$ cat config.mk
export PLATFORM = sky130hd
export DESIGN_NAME = decoder_host_port
export DESIGN_NICKNAME = d
export VERILOG_FILES = /design/src/verilog/host_port_pkg.sv /design/src/verilog/mb_header_store.sv /design/src/verilog/decoder_host_port.sv
export VERILOG_INCLUDE_DIRS = /design/src /design/src/verilog
export SDC_FILE = /design/constraint.sdc
export NUM_CORES = 1
export LEC_CHECK = 0
export BUFFER_PORTS_ARGS = -buffer_cell sky130_fd_sc_hd__buf_4
export CORE_ASPECT_RATIO = 0.9
export CORE_MARGIN = 3
export CORE_UTILIZATION = 30
export CTS_CLUSTER_SIZE = 40
export DETAILED_ROUTE_END_ITERATION = 10
export SETUP_SLACK_MARGIN = 0.2
export SYNTH_ARGS = -nofsm -noshare
export SYNTH_HDL_FRONTEND = slang
export SYNTH_SLANG_ARGS = --single-unit
$ cat constraint.sdc
create_clock -name sys_clk -period 6.03 [get_ports sys_clk]
set_clock_uncertainty 0.1 [all_clocks]
set_input_delay 0.3015 -clock sys_clk [delete_from_list [all_inputs] [get_ports sys_clk]]
set_output_delay 0.3015 -clock sys_clk [all_outputs]
set_load 0.05 [all_outputs]
$ cat src/verilog/host_port_defines.svh
// constants for the decoder host port and pixel output
`ifndef HOST_PORT_DEFINES_SVH
`define HOST_PORT_DEFINES_SVH

// instruction codes on the low nibble of the control bus
`define INSTR_WRITE_SETUP 4'h4
`define INSTR_READ_GROUP 4'h8
`define INSTR_READ_MBNUM 4'h9
`define INSTR_READ_DECISIONS 4'hb
`define INSTR_READ_SETUP 4'hc
`define INSTR_CLOCK_DOUBLER 4'hf

// setup byte fields
`define SETUP_QUARTER_BIT 0
`define SETUP_BIGDRAM_BIT 6
`define SETUP_MASK 8'h41
`define SETUP_RESET 8'h00

// decision byte fields on the input side
`define DEC_IN_FIXED_BIT 0
`define DEC_IN_INTER_BIT 1
`define DEC_IN_FILTER_BIT 2
`define DEC_IN_MC_BIT 3
`define DEC_IN_SKIP_BIT 6

// decision byte fields and macroblock number stable bit on the status reads
`define DEC_OUT_INTER_BIT 0
`define DEC_OUT_MC_BIT 1
`define DEC_OUT_FILTER_BIT 3
`define DEC_OUT_SKIP_BIT 6
`define MBNUM_STABLE_BIT 6

// pixel timing: one pixel every four clocks, strobe two clocks after marker
`define PIXEL_DIVIDE 4
`define STROBE_LEAD 2
`define PIXELS_PER_MB 384
`define MB_BUF_DEPTH 4

`endif

$ cat src/verilog/host_port_pkg.sv
// types for the decoder host port and pixel output
`default_nettype none
package host_port_pkg;
	// macroblock header carried with each macroblock
	typedef struct packed {
		logic [3:0] group_number;
		logic [5:0] output_macroblock_number;
		logic [7:0] decisions;
		logic frame_start;
		logic frame_end;
	} mb_header_t;

	// incoming pixel with its tags
	typedef struct packed {
		logic [7:0] pixel;
		mb_header_t header;
	} pixel_word_t;

	// host bus drive pins (data out and output enable of the two-way bus)
	typedef struct packed {
		logic [7:0] data_out;
		logic data_oe;
	} bus_drive_t;
endpackage
`default_nettype wire

$ cat src/verilog/mb_header_store.sv
// small memory of macroblock headers with a registered read port
`default_nettype none
module mb_header_store #(
	parameter int DEPTH = 4,
	parameter int AW = 2
) (
	// clock and reset
	input wire logic sys_clk,
	input wire logic rst_n,
	// write port
	input wire logic wr_en,
	input wire logic [AW-1:0] wr_addr,
	input wire host_port_pkg::mb_header_t wr_data,
	// read port
	input wire logic [AW-1:0] rd_addr,
	output host_port_pkg::mb_header_t rd_data
);
	import host_port_pkg::*;

	mb_header_t mem [DEPTH];
	mb_header_t next_rd_data;

	// read data always comes from a register
	always_comb
	begin
		next_rd_data = mem[rd_addr];
	end

	always_ff @(posedge sys_clk)
	begin
		if (wr_en)
			mem[wr_addr] <= wr_data;
	end

	always_ff @(posedge sys_clk or negedge rst_n)
	begin
		if (!rst_n)
			rd_data <= '0;
		else
			rd_data <= next_rd_data;
	end
endmodule
`default_nettype wire

$ cat src/verilog/decoder_host_port.sv
// host control port and decoded pixel output of the video decoder
`default_nettype none
`include "host_port_defines.svh"

// Contract
// RULE1 - pixels at quarter clock, input order kept
// RULE2 - one strobe pulse per valid pixel
// RULE3 - marker frames each output macroblock
// RULE4 - frame ready spans first to last marker
// RULE5 - first strobe two clocks after marker
// RULE6 - full picture out, last two wait; the code holds none back, each macroblock goes out as its pixels arrive
// RULE7 - instruction write then data access
// RULE8 - strobe acts only with chip enable low
// RULE9 - writes captured at strobe rising edge
// RULE10 - host may interleave with chip disabled
// RULE11 - read byte driven while enabled, address high
// RULE12 - host raises address before strobe on reads
// RULE13 - instruction decoded from low nibble only
// RULE14 - instruction code table decode
// RULE15 - setup bit0 quarter size, bit6 big DRAM
// RULE16 - setup resets to full size, small DRAM
// RULE17 - host resets after picture size change
// RULE18 - group read: number low, upper zero
// RULE19 - macroblock read with stable flag bit6
// RULE20 - decisions read of current output macroblock
// RULE21 - skip stops pixel output until cancelled
// RULE22 - setup read returns bits 0 and 6
module decoder_host_port #(
	parameter int PIXELS_PER_MB = `PIXELS_PER_MB,
	parameter int DEPTH = `MB_BUF_DEPTH,
	parameter int AW = 2
) (
	// clock and reset
	input wire logic sys_clk,
	input wire logic resetn,
	// host control bus
	input wire logic [7:0] control_bus_in,
	output logic [7:0] control_bus_out,
	output logic control_bus_oe,
	input wire logic control_address_line,
	input wire logic control_strobe,
	input wire logic control_chip_enable_n,
	// decoded pixels from the reconstruction core
	input wire logic pix_in_valid,
	input wire host_port_pkg::pixel_word_t pix_in,
	output logic pix_in_ready,
	// live skip state from the input side
	input wire logic skip_active,
	// pixel output port
	output logic [7:0] pixel_out,
	output logic pixel_valid_strobe,
	output logic macroblock_boundary_marker,
	output logic frame_ready_out,
	// setup outputs to the rest of the decoder
	output logic quarter_size_mode,
	output logic big_dram_mode,
	output logic clock_doubler_override
);
	import host_port_pkg::*;

	typedef enum logic [3:0] {
		OUT_IDLE = 4'b0001,
		OUT_LEAD = 4'b0010,
		OUT_PIXEL = 4'b0100,
		OUT_TAIL = 4'b1000
	} out_state_t;

	// reset release through two flops
	logic rst_sync1, rst_n;
	always_ff @(posedge sys_clk or negedge resetn)
	begin
		if (!resetn)
		begin
			rst_sync1 <= 1'b0;
			rst_n <= 1'b0;
		end
		else
		begin
			rst_sync1 <= 1'b1;
			rst_n <= rst_sync1;
		end
	end

	function automatic logic [3:0] low_nibble(input logic [7:0] b);
		return b[3:0];
	endfunction

	// ---------------- host bus state ----------------
	logic strobe_d, next_strobe_d;
	logic [3:0] instr, next_instr;
	logic [7:0] setup, next_setup;
	logic doubler, next_doubler;
	logic [7:0] bus_out, next_bus_out;
	logic bus_oe, next_bus_oe;
	logic strobe_rise;
	mb_header_t cur_hdr, next_cur_hdr;
	logic mb_changing, next_mb_changing;
	logic skip_q, next_skip_q;

	// strobe counts only while chip enable is low
	assign strobe_rise = control_strobe & ~strobe_d & ~control_chip_enable_n; // RULE8

	// instruction with address low, data phase with address high
	always_comb
	begin
		next_strobe_d = control_strobe;
		next_instr = instr;
		next_setup = setup;
		next_doubler = doubler;
		next_bus_out = 8'h00;
		next_bus_oe = 1'b0;
		if (strobe_rise && !control_address_line) // RULE7 RULE9
			next_instr = low_nibble(control_bus_in); // RULE13
		else if (strobe_rise && control_address_line)
		begin
			// RULE14 RULE15
			if (instr == `INSTR_WRITE_SETUP)
				next_setup = control_bus_in & `SETUP_MASK;
			else if (instr == `INSTR_CLOCK_DOUBLER)
				next_doubler = control_bus_in[0];
		end
		// read byte driven while enabled with address high
		if (!control_chip_enable_n && control_address_line) // RULE11
		begin
			case (instr) // RULE14
				`INSTR_READ_GROUP:
				begin
					next_bus_oe = 1'b1;
					next_bus_out = {4'h0, cur_hdr.group_number}; // RULE18
				end
				`INSTR_READ_MBNUM:
				begin
					next_bus_oe = 1'b1;
					next_bus_out = {1'b0, ~mb_changing, cur_hdr.output_macroblock_number}; // RULE19
				end
				`INSTR_READ_DECISIONS:
				begin
					next_bus_oe = 1'b1;
					next_bus_out = 8'h00; // RULE20
					next_bus_out[`DEC_OUT_INTER_BIT] = cur_hdr.decisions[`DEC_IN_INTER_BIT];
					next_bus_out[`DEC_OUT_MC_BIT] = cur_hdr.decisions[`DEC_IN_MC_BIT];
					next_bus_out[`DEC_OUT_FILTER_BIT] = cur_hdr.decisions[`DEC_IN_FILTER_BIT];
					next_bus_out[`DEC_OUT_SKIP_BIT] = skip_q;
				end
				`INSTR_READ_SETUP:
				begin
					next_bus_oe = 1'b1;
					next_bus_out = setup & `SETUP_MASK; // RULE22
				end
				default:
					next_bus_oe = 1'b0;
			endcase
		end
	end

	// host bus registers
	always_ff @(posedge sys_clk or negedge rst_n)
	begin
		if (!rst_n)
		begin
			strobe_d <= 1'b0;
			instr <= 4'h0;
			setup <= `SETUP_RESET; // RULE16
			doubler <= 1'b0;
			bus_out <= 8'h00;
			bus_oe <= 1'b0;
		end
		else
		begin
			strobe_d <= next_strobe_d;
			instr <= next_instr;
			setup <= next_setup;
			doubler <= next_doubler;
			bus_out <= next_bus_out;
			bus_oe <= next_bus_oe;
		end
	end

	// ---------------- pixel output path ----------------
	out_state_t state, next_state;
	logic [1:0] phase, next_phase;
	logic [8:0] pix_count, next_pix_count;
	logic [7:0] pix_q, next_pix_q;
	logic strobe_q, next_strobe_q;
	logic marker_q, next_marker_q;
	logic frame_q, next_frame_q;
	logic last_of_frame, next_last_of_frame;
	logic take;
	logic [AW-1:0] hdr_wr_addr, next_hdr_wr_addr;
	mb_header_t hdr_rd;

	// a pixel is taken when idle or on a quarter-rate load slot, never while skipping
	assign take = pix_in_valid && !skip_q && (state == OUT_IDLE
		|| (state == OUT_PIXEL && phase == 2'd0 && pix_count != 9'(PIXELS_PER_MB))); // RULE21 RULE1

	// header memory remembers tags of macroblocks on their way out
	mb_header_store #(.DEPTH(DEPTH), .AW(AW)) u_hdr (
		.sys_clk(sys_clk),
		.rst_n(rst_n),
		.wr_en(take && pix_count == 9'd0),
		.wr_addr(hdr_wr_addr),
		.wr_data(pix_in.header),
		.rd_addr(hdr_wr_addr),
		.rd_data(hdr_rd)
	);

	// sequencer: marker, two-clock lead, then one pixel per four clocks
	always_comb
	begin
		next_state = state;
		next_phase = phase + 2'd1;
		next_pix_count = pix_count;
		next_pix_q = pix_q;
		next_strobe_q = 1'b0; // RULE2
		next_marker_q = marker_q;
		next_frame_q = frame_q;
		next_last_of_frame = last_of_frame;
		next_hdr_wr_addr = hdr_wr_addr;
		next_cur_hdr = (pix_count == 9'd1 && state == OUT_PIXEL) ? hdr_rd : cur_hdr;
		next_mb_changing = (state != OUT_PIXEL) || (pix_count >= 9'(PIXELS_PER_MB - 4));
		next_skip_q = skip_active;
		case (state)
			OUT_IDLE:
			begin
				next_phase = 2'd0;
				if (pix_in_valid && !skip_q) // RULE21
				begin
					// input order is preserved; full picture comes out
					next_state = OUT_LEAD; // RULE1 RULE6
					next_marker_q = 1'b1; // RULE3
					if (pix_in.header.frame_start)
						next_frame_q = 1'b1; // RULE4
					next_last_of_frame = pix_in.header.frame_end;
					next_pix_q = pix_in.pixel;
				end
			end
			OUT_LEAD:
			begin
				if (phase == 2'(`STROBE_LEAD - 1))
				begin
					next_strobe_q = 1'b1; // RULE5
					next_state = OUT_PIXEL;
					next_pix_count = 9'd1;
					next_phase = 2'(`PIXEL_DIVIDE - 1); // next load lands two clocks after this strobe
				end
			end
			OUT_PIXEL:
			begin
				// data held four clocks, strobe mid-window
				if (phase == 2'd0 && pix_count == 9'(PIXELS_PER_MB))
				begin
					next_state = OUT_TAIL;
					next_marker_q = 1'b0;
					if (last_of_frame)
						next_frame_q = 1'b0; // RULE4
					next_hdr_wr_addr = hdr_wr_addr + AW'(1);
				end
				else if (phase == 2'd0 && pix_in_valid && !skip_q)
				begin
					next_pix_q = pix_in.pixel;
				end
				// hold the load slot until a pixel is there, so no strobe goes out empty
				else if (phase == 2'd0)
					next_phase = 2'd0; // RULE2
				else if (phase == 2'(`STROBE_LEAD) && pix_count != 9'(PIXELS_PER_MB))
				begin
					next_strobe_q = 1'b1; // RULE2
					next_pix_count = pix_count + 9'd1;
				end
			end
			OUT_TAIL:
			begin
				next_state = OUT_IDLE;
				next_pix_count = 9'd0;
			end
			default:
				next_state = OUT_IDLE;
		endcase
	end

	// pixel path registers
	always_ff @(posedge sys_clk or negedge rst_n)
	begin
		if (!rst_n)
		begin
			state <= OUT_IDLE;
			phase <= 2'd0;
			pix_count <= 9'd0;
			pix_q <= 8'h00;
			strobe_q <= 1'b0;
			marker_q <= 1'b0;
			frame_q <= 1'b0;
			last_of_frame <= 1'b0;
			hdr_wr_addr <= '0;
			cur_hdr <= '0;
			mb_changing <= 1'b1;
			skip_q <= 1'b0;
		end
		else
		begin
			state <= next_state;
			phase <= next_phase;
			pix_count <= next_pix_count;
			pix_q <= next_pix_q;
			strobe_q <= next_strobe_q;
			marker_q <= next_marker_q;
			frame_q <= next_frame_q;
			last_of_frame <= next_last_of_frame;
			hdr_wr_addr <= next_hdr_wr_addr;
			cur_hdr <= next_cur_hdr;
			mb_changing <= next_mb_changing;
			skip_q <= next_skip_q;
		end
	end

	// outputs straight from flops
	always_ff @(posedge sys_clk or negedge rst_n)
	begin
		if (!rst_n)
			pix_in_ready <= 1'b0;
		else
			pix_in_ready <= !skip_active && (next_state == OUT_IDLE || (next_state == OUT_PIXEL
				&& next_phase == 2'd0 && next_pix_count != 9'(PIXELS_PER_MB)));
	end

	assign control_bus_out = bus_out;
	assign control_bus_oe = bus_oe;
	assign pixel_out = pix_q;
	assign pixel_valid_strobe = strobe_q;
	assign macroblock_boundary_marker = marker_q;
	assign frame_ready_out = frame_q;
	assign quarter_size_mode = setup[`SETUP_QUARTER_BIT];
	assign big_dram_mode = setup[`SETUP_BIGDRAM_BIT];
	assign clock_doubler_override = doubler;
endmodule
`default_nettype wire

Word-level counts from Yosys, hierarchy flattened:

Memory sizes are Yosys's and may differ from the RTL's. A register that Yosys moved wholly into a read port is not among the register bits.
Cells that the tools add are included.

* add/subtract/negate cells: 3
* magnitude comparators: 1
* equality and inequality tests: 25
* mux-type cells: 39
* bitwise logic cells: 7
* reduce and logical (&&, ||, !) cells: 36

Operators with widths (number)
* 9-bit two-way mux: 5
* 7-bit one-hot mux with 4 select lines: 1
* 9-bit one-hot mux with 3 select lines: 1
* 4-bit == test (second input constant): 6
* 8-bit two-way mux: 3
* 9-bit != test (second input constant): 2
* 1-bit logical AND: 16
* 8-bit one-hot mux with 2 select lines: 1
* 1-bit two-way mux: 15
* 4-bit by 3-bit == test with 1-bit output (second input constant): 3
* 4-bit two-way mux: 3
* 4-bit one-hot mux with 3 select lines: 1
* 9-bit by 1-bit adder with 9-bit output (second input constant): 1
* 9-bit by 1-bit == test with 1-bit output (second input constant): 1
* 9-bit == test (second input constant): 1
* 9-bit greater-or-equal comparator (second input constant): 1
* 9-bit zero test: 1
* 4-bit by 1-bit == test with 1-bit output (second input constant): 2
* 2-bit two-way mux: 4
* 2-bit != test (second input constant): 4
* 4-bit AND reduction: 2
* 7-bit two-way mux: 1
* 1-bit one-hot mux with 2 select lines: 3
* 2-bit one-hot mux with 3 select lines: 1
* 16 further kinds: 32

* register bits: 65
* memory bits (writable): 80
* output and inout port bits: 24
* logic and storage cells: 135
* memories: 1

Memory list
* u_hdr.mem: depth 4, bits a word 20, rd ports 1, clocked after memory_dff 1, write ports 1, RTL line mb_header_store.sv:20 `mb_header_t mem [DEPTH];`

Longest topological paths before layout:

* word-level depth: 11
* mapped depth: 8
* mapped depth without buffers: 8

Hierarchy:

From an unflattened synthesis, not the netlist that was laid out.

* cells, all modules: 400
* area total of the unflattened synthesis: 6532.5 um^2

By module, submodules not included
* mb_header_store: instances 1, cells an instance 128, area an instance 3417.0 um^2
* decoder_host_port: instances 1, cells an instance 272, area an instance 3115.5 um^2

Worst setup path after synthesis:

Ideal clock, no wire load.

* path kind: register to register
* from: register state[3]
* to: register pix_in_ready
* setup time: 0.126 ns
* arrival: 2.719 ns
* data required time: 5.804 ns
* path slack: 3.085 ns
* stages on the path, launching flop included: 8
* buffers on the path: 1
* clock period less this slack: 2.945 ns
* cells stage by stage: dfrtp_1 buf_6 or4b_4 o32a_2 a211o_2 or3_1 or4b_1 o32a_1

RTL lines
* start, declared: RTL line decoder_host_port.sv:180 `out_state_t state, next_state;`
* start signal, assigned: RTL line decoder_host_port.sv:301 `state <= next_state;`
* 4-bit == test, or another cell as far along: RTL line decoder_host_port.sv:222 `case (state)`
* 9-bit one-hot mux with 3 select lines *: RTL line decoder_host_port.sv:222
* via next_pix_count[6]: RTL line decoder_host_port.sv:182 `logic [8:0] pix_count, next_pix_count;`
* 9-bit != test *: RTL line decoder_host_port.sv:323 `&& next_phase == 2'd0 && next_pix_count != 9'(PIXELS_PER_MB)));`
* 1-bit logical AND *: RTL line decoder_host_port.sv:323
* 1-bit logical OR *: RTL line decoder_host_port.sv:322 `pix_in_ready <= !skip_active && (next_state == OUT_IDLE || (next_state == OUT_PIXEL`
* 1-bit logical AND *: RTL line decoder_host_port.sv:322
* end signal, assigned: RTL line decoder_host_port.sv:322
* end, declared: RTL line decoder_host_port.sv:46 `output logic pix_in_ready,`

The timed path passes the listed nets; every way through them passes the cells marked *.
A chain may end at the register's enable or synchronous reset.

Worst setup path after layout:

* from: register pix_count[0]
* to: register pix_in_ready

* word-level cells in the longest chain between the ends: 11

Ends and longest elaborated chain
* start, declared: RTL line decoder_host_port.sv:182
* start signal, assigned: RTL line decoder_host_port.sv:303 `pix_count <= next_pix_count;`
* branches (longest 6 deep; another with 9-bit by 1-bit adder with 9-bit output)
* 9-bit one-hot mux with 3 select lines *: RTL line decoder_host_port.sv:222
* via next_pix_count[0]: RTL line decoder_host_port.sv:182
* 9-bit != test *: RTL line decoder_host_port.sv:323
* 1-bit logical AND *: RTL line decoder_host_port.sv:323
* 1-bit logical OR *: RTL line decoder_host_port.sv:322
* 1-bit logical AND *: RTL line decoder_host_port.sv:322

Mark *: on every way through the listed nets, which the timed path passes.

==> flow_summary.ini <==
[worst_setup_path]
crit_path_cell_trace = inv_1 -> ha_1 -> or4b_2 -> o21ai_0 -> nor3_1 -> a311o_1 -> or3b_2 -> o32a_1
reg2reg_depth = 8
cp_max_fo = 8
cp-end-kind = register
arrival_ns = 3.48
critPathMaxStageDelay_ns = 0.66
startpoint_type = register
worstReg2RegEnd = pix_in_ready
required_ns = 6.21
critical_path.slowest_cell = or4b_2
rrSetupSlack_ns = 2.73
reg2reg_from = pix_count[0]
worstSetupPathType = reg -> reg

[clock_tree]
cts.sinks = 128
cts_max_level = 4
post-cts-setup-buffers = 0
cts_buffers = 17
cts_tree = done
clkLatencyLatePin_ns = 0.41
cts-root-buf = clkbuf_16
cts-resized-gates = 0
path_clk_slew_ns = 0.06
clk_path_buf_depth = 2

[route]
met2_length_microns = 4630
wl_met1_microns = 4540
antenna_left = 0
drt_iter0_markers = 286
viasPerCell = 4.70
drcViolationCount = 0
top_layer = met4
dr.pass1.iters = 4
totalWireLength_microns = 9930
via_count = 3191
routedWlPerCell_microns = 14.6
met3_length_microns = 568

[synthesis]
yosysTopAreaCellShare = 0.351
synth_nets = 405
ys_ff_latch = 128
yosysWarnings = 0
netlist_area_sq_um = 5270
postSynthCellCount = 351
synth_area_leaders = dfrtp_1 35%, edfxtp_1 30%, mux2_2 6.2%
ys_types = 61
synth-edff-count = 52
synth_largest_area_cell = dfrtp_1
synth.avg_cell_area_sq_um = 15.0
async_reset_ff_frac = 0.594
seq_area_frac_synth = 0.657
synth_ff_type = dfrtp_1

[pwr]
power.leakage_nw = 2.73
p_seq_frac = 0.427
p_int_mw = 1.75
pwr-share-comb = 0.183
switching_share = 0.296
p_switching_mw = 0.737
peakVddDrop_mv = 0.194
p_clk_frac = 0.390
powerDensity_nw_per_um2 = 373

[sta]
slew_violations = 0
slew_headroom = 0.362
rsz0062_at_grt = no
worst_slew_pin_slew_ns = 0.957
finalHoldViolCount = 0
fmax_mhz = 303
tns_ns = 0
post-route-min-period_ns = 3.30
min_period_over_period = 0.547
finalSetupViolations = 0

[floorplanning]
dieArea_sq_um = 19200
start_util = 0.309
rows = 45
die_width_microns = 146
io_pins = 67
core_sq_um = 17100
die_h_microns = 132

[global_route]
grt_pass1_vias = 3155
grt_pass1_wl_microns = 16400
grt.total_usage = 0.109
antenna_found_initial = 0
grt_max_degree = 75
grt_overflow = 0

[finish]
fill_cells = 1598
final_nets = 485
final_util = 0.391
drive_gt1_frac = 0.331
layout_common_cells = 73 x dfrtp_1, 59 x buf_4, 52 x edfxtp_1
num_antenna_cells = 0
area_growth_pct = 26.4
layout_commonest_cell = dfrtp_1

[flow_run]
drv_cap = 0

[placement]
hpwl_microns = 6680
port-buffer-count = 57
gp_routability_congestion = 0.790

[worst_hold_path]
holdCritPathClass = in -> reg
hold_depth = 2
min_from = pix_in[0]
hold_end = last_of_frame

[outcome]
outcome = finished clean
critical path: cells and delay by family (launching register included):
| family | cells | cell delay (ns) |
|---|---|---|
| flops | 1 | 0.46 |
| fa+ha+maj | 1 | 0.17 |
| compound gates | 3 | 1.12 |
| simple gates | 3 | 1.23 |
| buf+inv | 1 | 0.09 |
cells in the mapped netlist (all sizes together) (3+ instances only):
| master | instances |
|---|---|
| mux2i | 4 |
| mux4 | 13 |
| inv | 12 |
| ha | 11 |
| nor2 | 15 |
| nand3b | 3 |
| or3 | 3 |
| dfrtp | 74 |
| nor4b | 4 |
| a21oi | 8 |
| and2 | 8 |
| nor3 | 3 |
| or4b | 5 |
| clkbuf | 6 |
| and3 | 3 |
| nor2b | 6 |
| o21ai | 18 |
| buf | 8 |
| mux2 | 29 |
| nand3 | 4 |
| nand2 | 12 |
| edfxtp | 52 |
| nand4 | 5 |
| a31oi | 4 |
logic make-up (layout without fill, tap and decap cells):
logic type,after synthesis,count (layout),share of synthesized area
simple gates,85,85,0.0978
compound gates,50,50,0.0627
flops,128,128,0.657
mux,46,46,0.125
xor+xnor,3,3,0.00499
buf+inv,26,119,0.0244
fa+ha+maj,11,11,0.0261
other cells,2,2,0.00142
metal layers:
layer | GRT usage | up-vias
met4 | 0.0512 | 0
met5 | 0 | -
li1 | - | 1488
met1 | 0.141 | 1587
met3 | 0.0354 | 19
met2 | 0.168 | 97
layout make-up:
type                    count  area [sq um]  share of cell area
clock buffers              17           425              0.0638
clock inverters            15           148              0.0222
inverters                  12          45.0             0.00676
multi-input cells         197          1680               0.252
flip-flops and latches    128          3470               0.520
well taps                 235           294              0.0441
repair buffers             75           603              0.0905
sequential cells by signal, indices dropped and copies added, names as in the netlist, 4 cells and up:
register / cells
u_hdr.mem: 52
state: 4
pixel_out: 8
pix_count: 9
instr: 4
u_hdr.rd_data: 13
control_bus_out: 7
cur_hdr: 13
per-stage QoR:
| stage | hold WS, ns | total power, mW | setup WS, ns | instance area [sq um] | cells |
|---|---|---|---|---|---|
| after CTS | 0.000575 | 2.51 | 2.78 | 6670 | 679 |
| after floorplan | -0.0941 | 1.39 | 3.09 | 5270 | 351 |
| after global routing | 0.00599 | 2.61 | 2.63 | 6670 | 679 |
| after global placement | -0.0157 | 1.51 | 2.81 | 5930 | 631 |
| after detailed placement | -0.0137 | 1.53 | 2.81 | 5930 | 631 |
| final | 0.0169 | 2.49 | 2.73 | 6670 | 679 |
worst max path at each step:
stage,start,endpoint,slack (ns),depth (start not counted)
2_1_floorplan,state[3],pix_in_ready,3.09,7
3_3_place_gp,pix_count[0],pix_in_ready,2.81,8
3_5_place_dp,pix_count[0],pix_in_ready,2.81,8
4_1_cts,pix_count[0],pix_in_ready,2.78,8
5_1_grt,pix_count[0],pix_in_ready,2.63,8
6_report,pix_count[0],pix_in_ready,2.73,8
power by group through the flow:
stage	Sequential (mW)	Clock (mW)	Combinational [mW]
after floorplan	1.18	0	0.202
after detailed placement	1.08	0	0.448
after global placement	1.07	0	0.440
after CTS	1.06	0.994	0.458
final	1.06	0.970	0.455
after global routing	1.08	1.04	0.491
what timing repair did:
| action | CTS | global route |
|---|---|---|
| endpoints found under the setup margin | 0 | 0 |
| hold endpoints to repair | 56 | 0 |
| hold buffers | 16 | 0 |
Power figures use the tool's default switching activity.
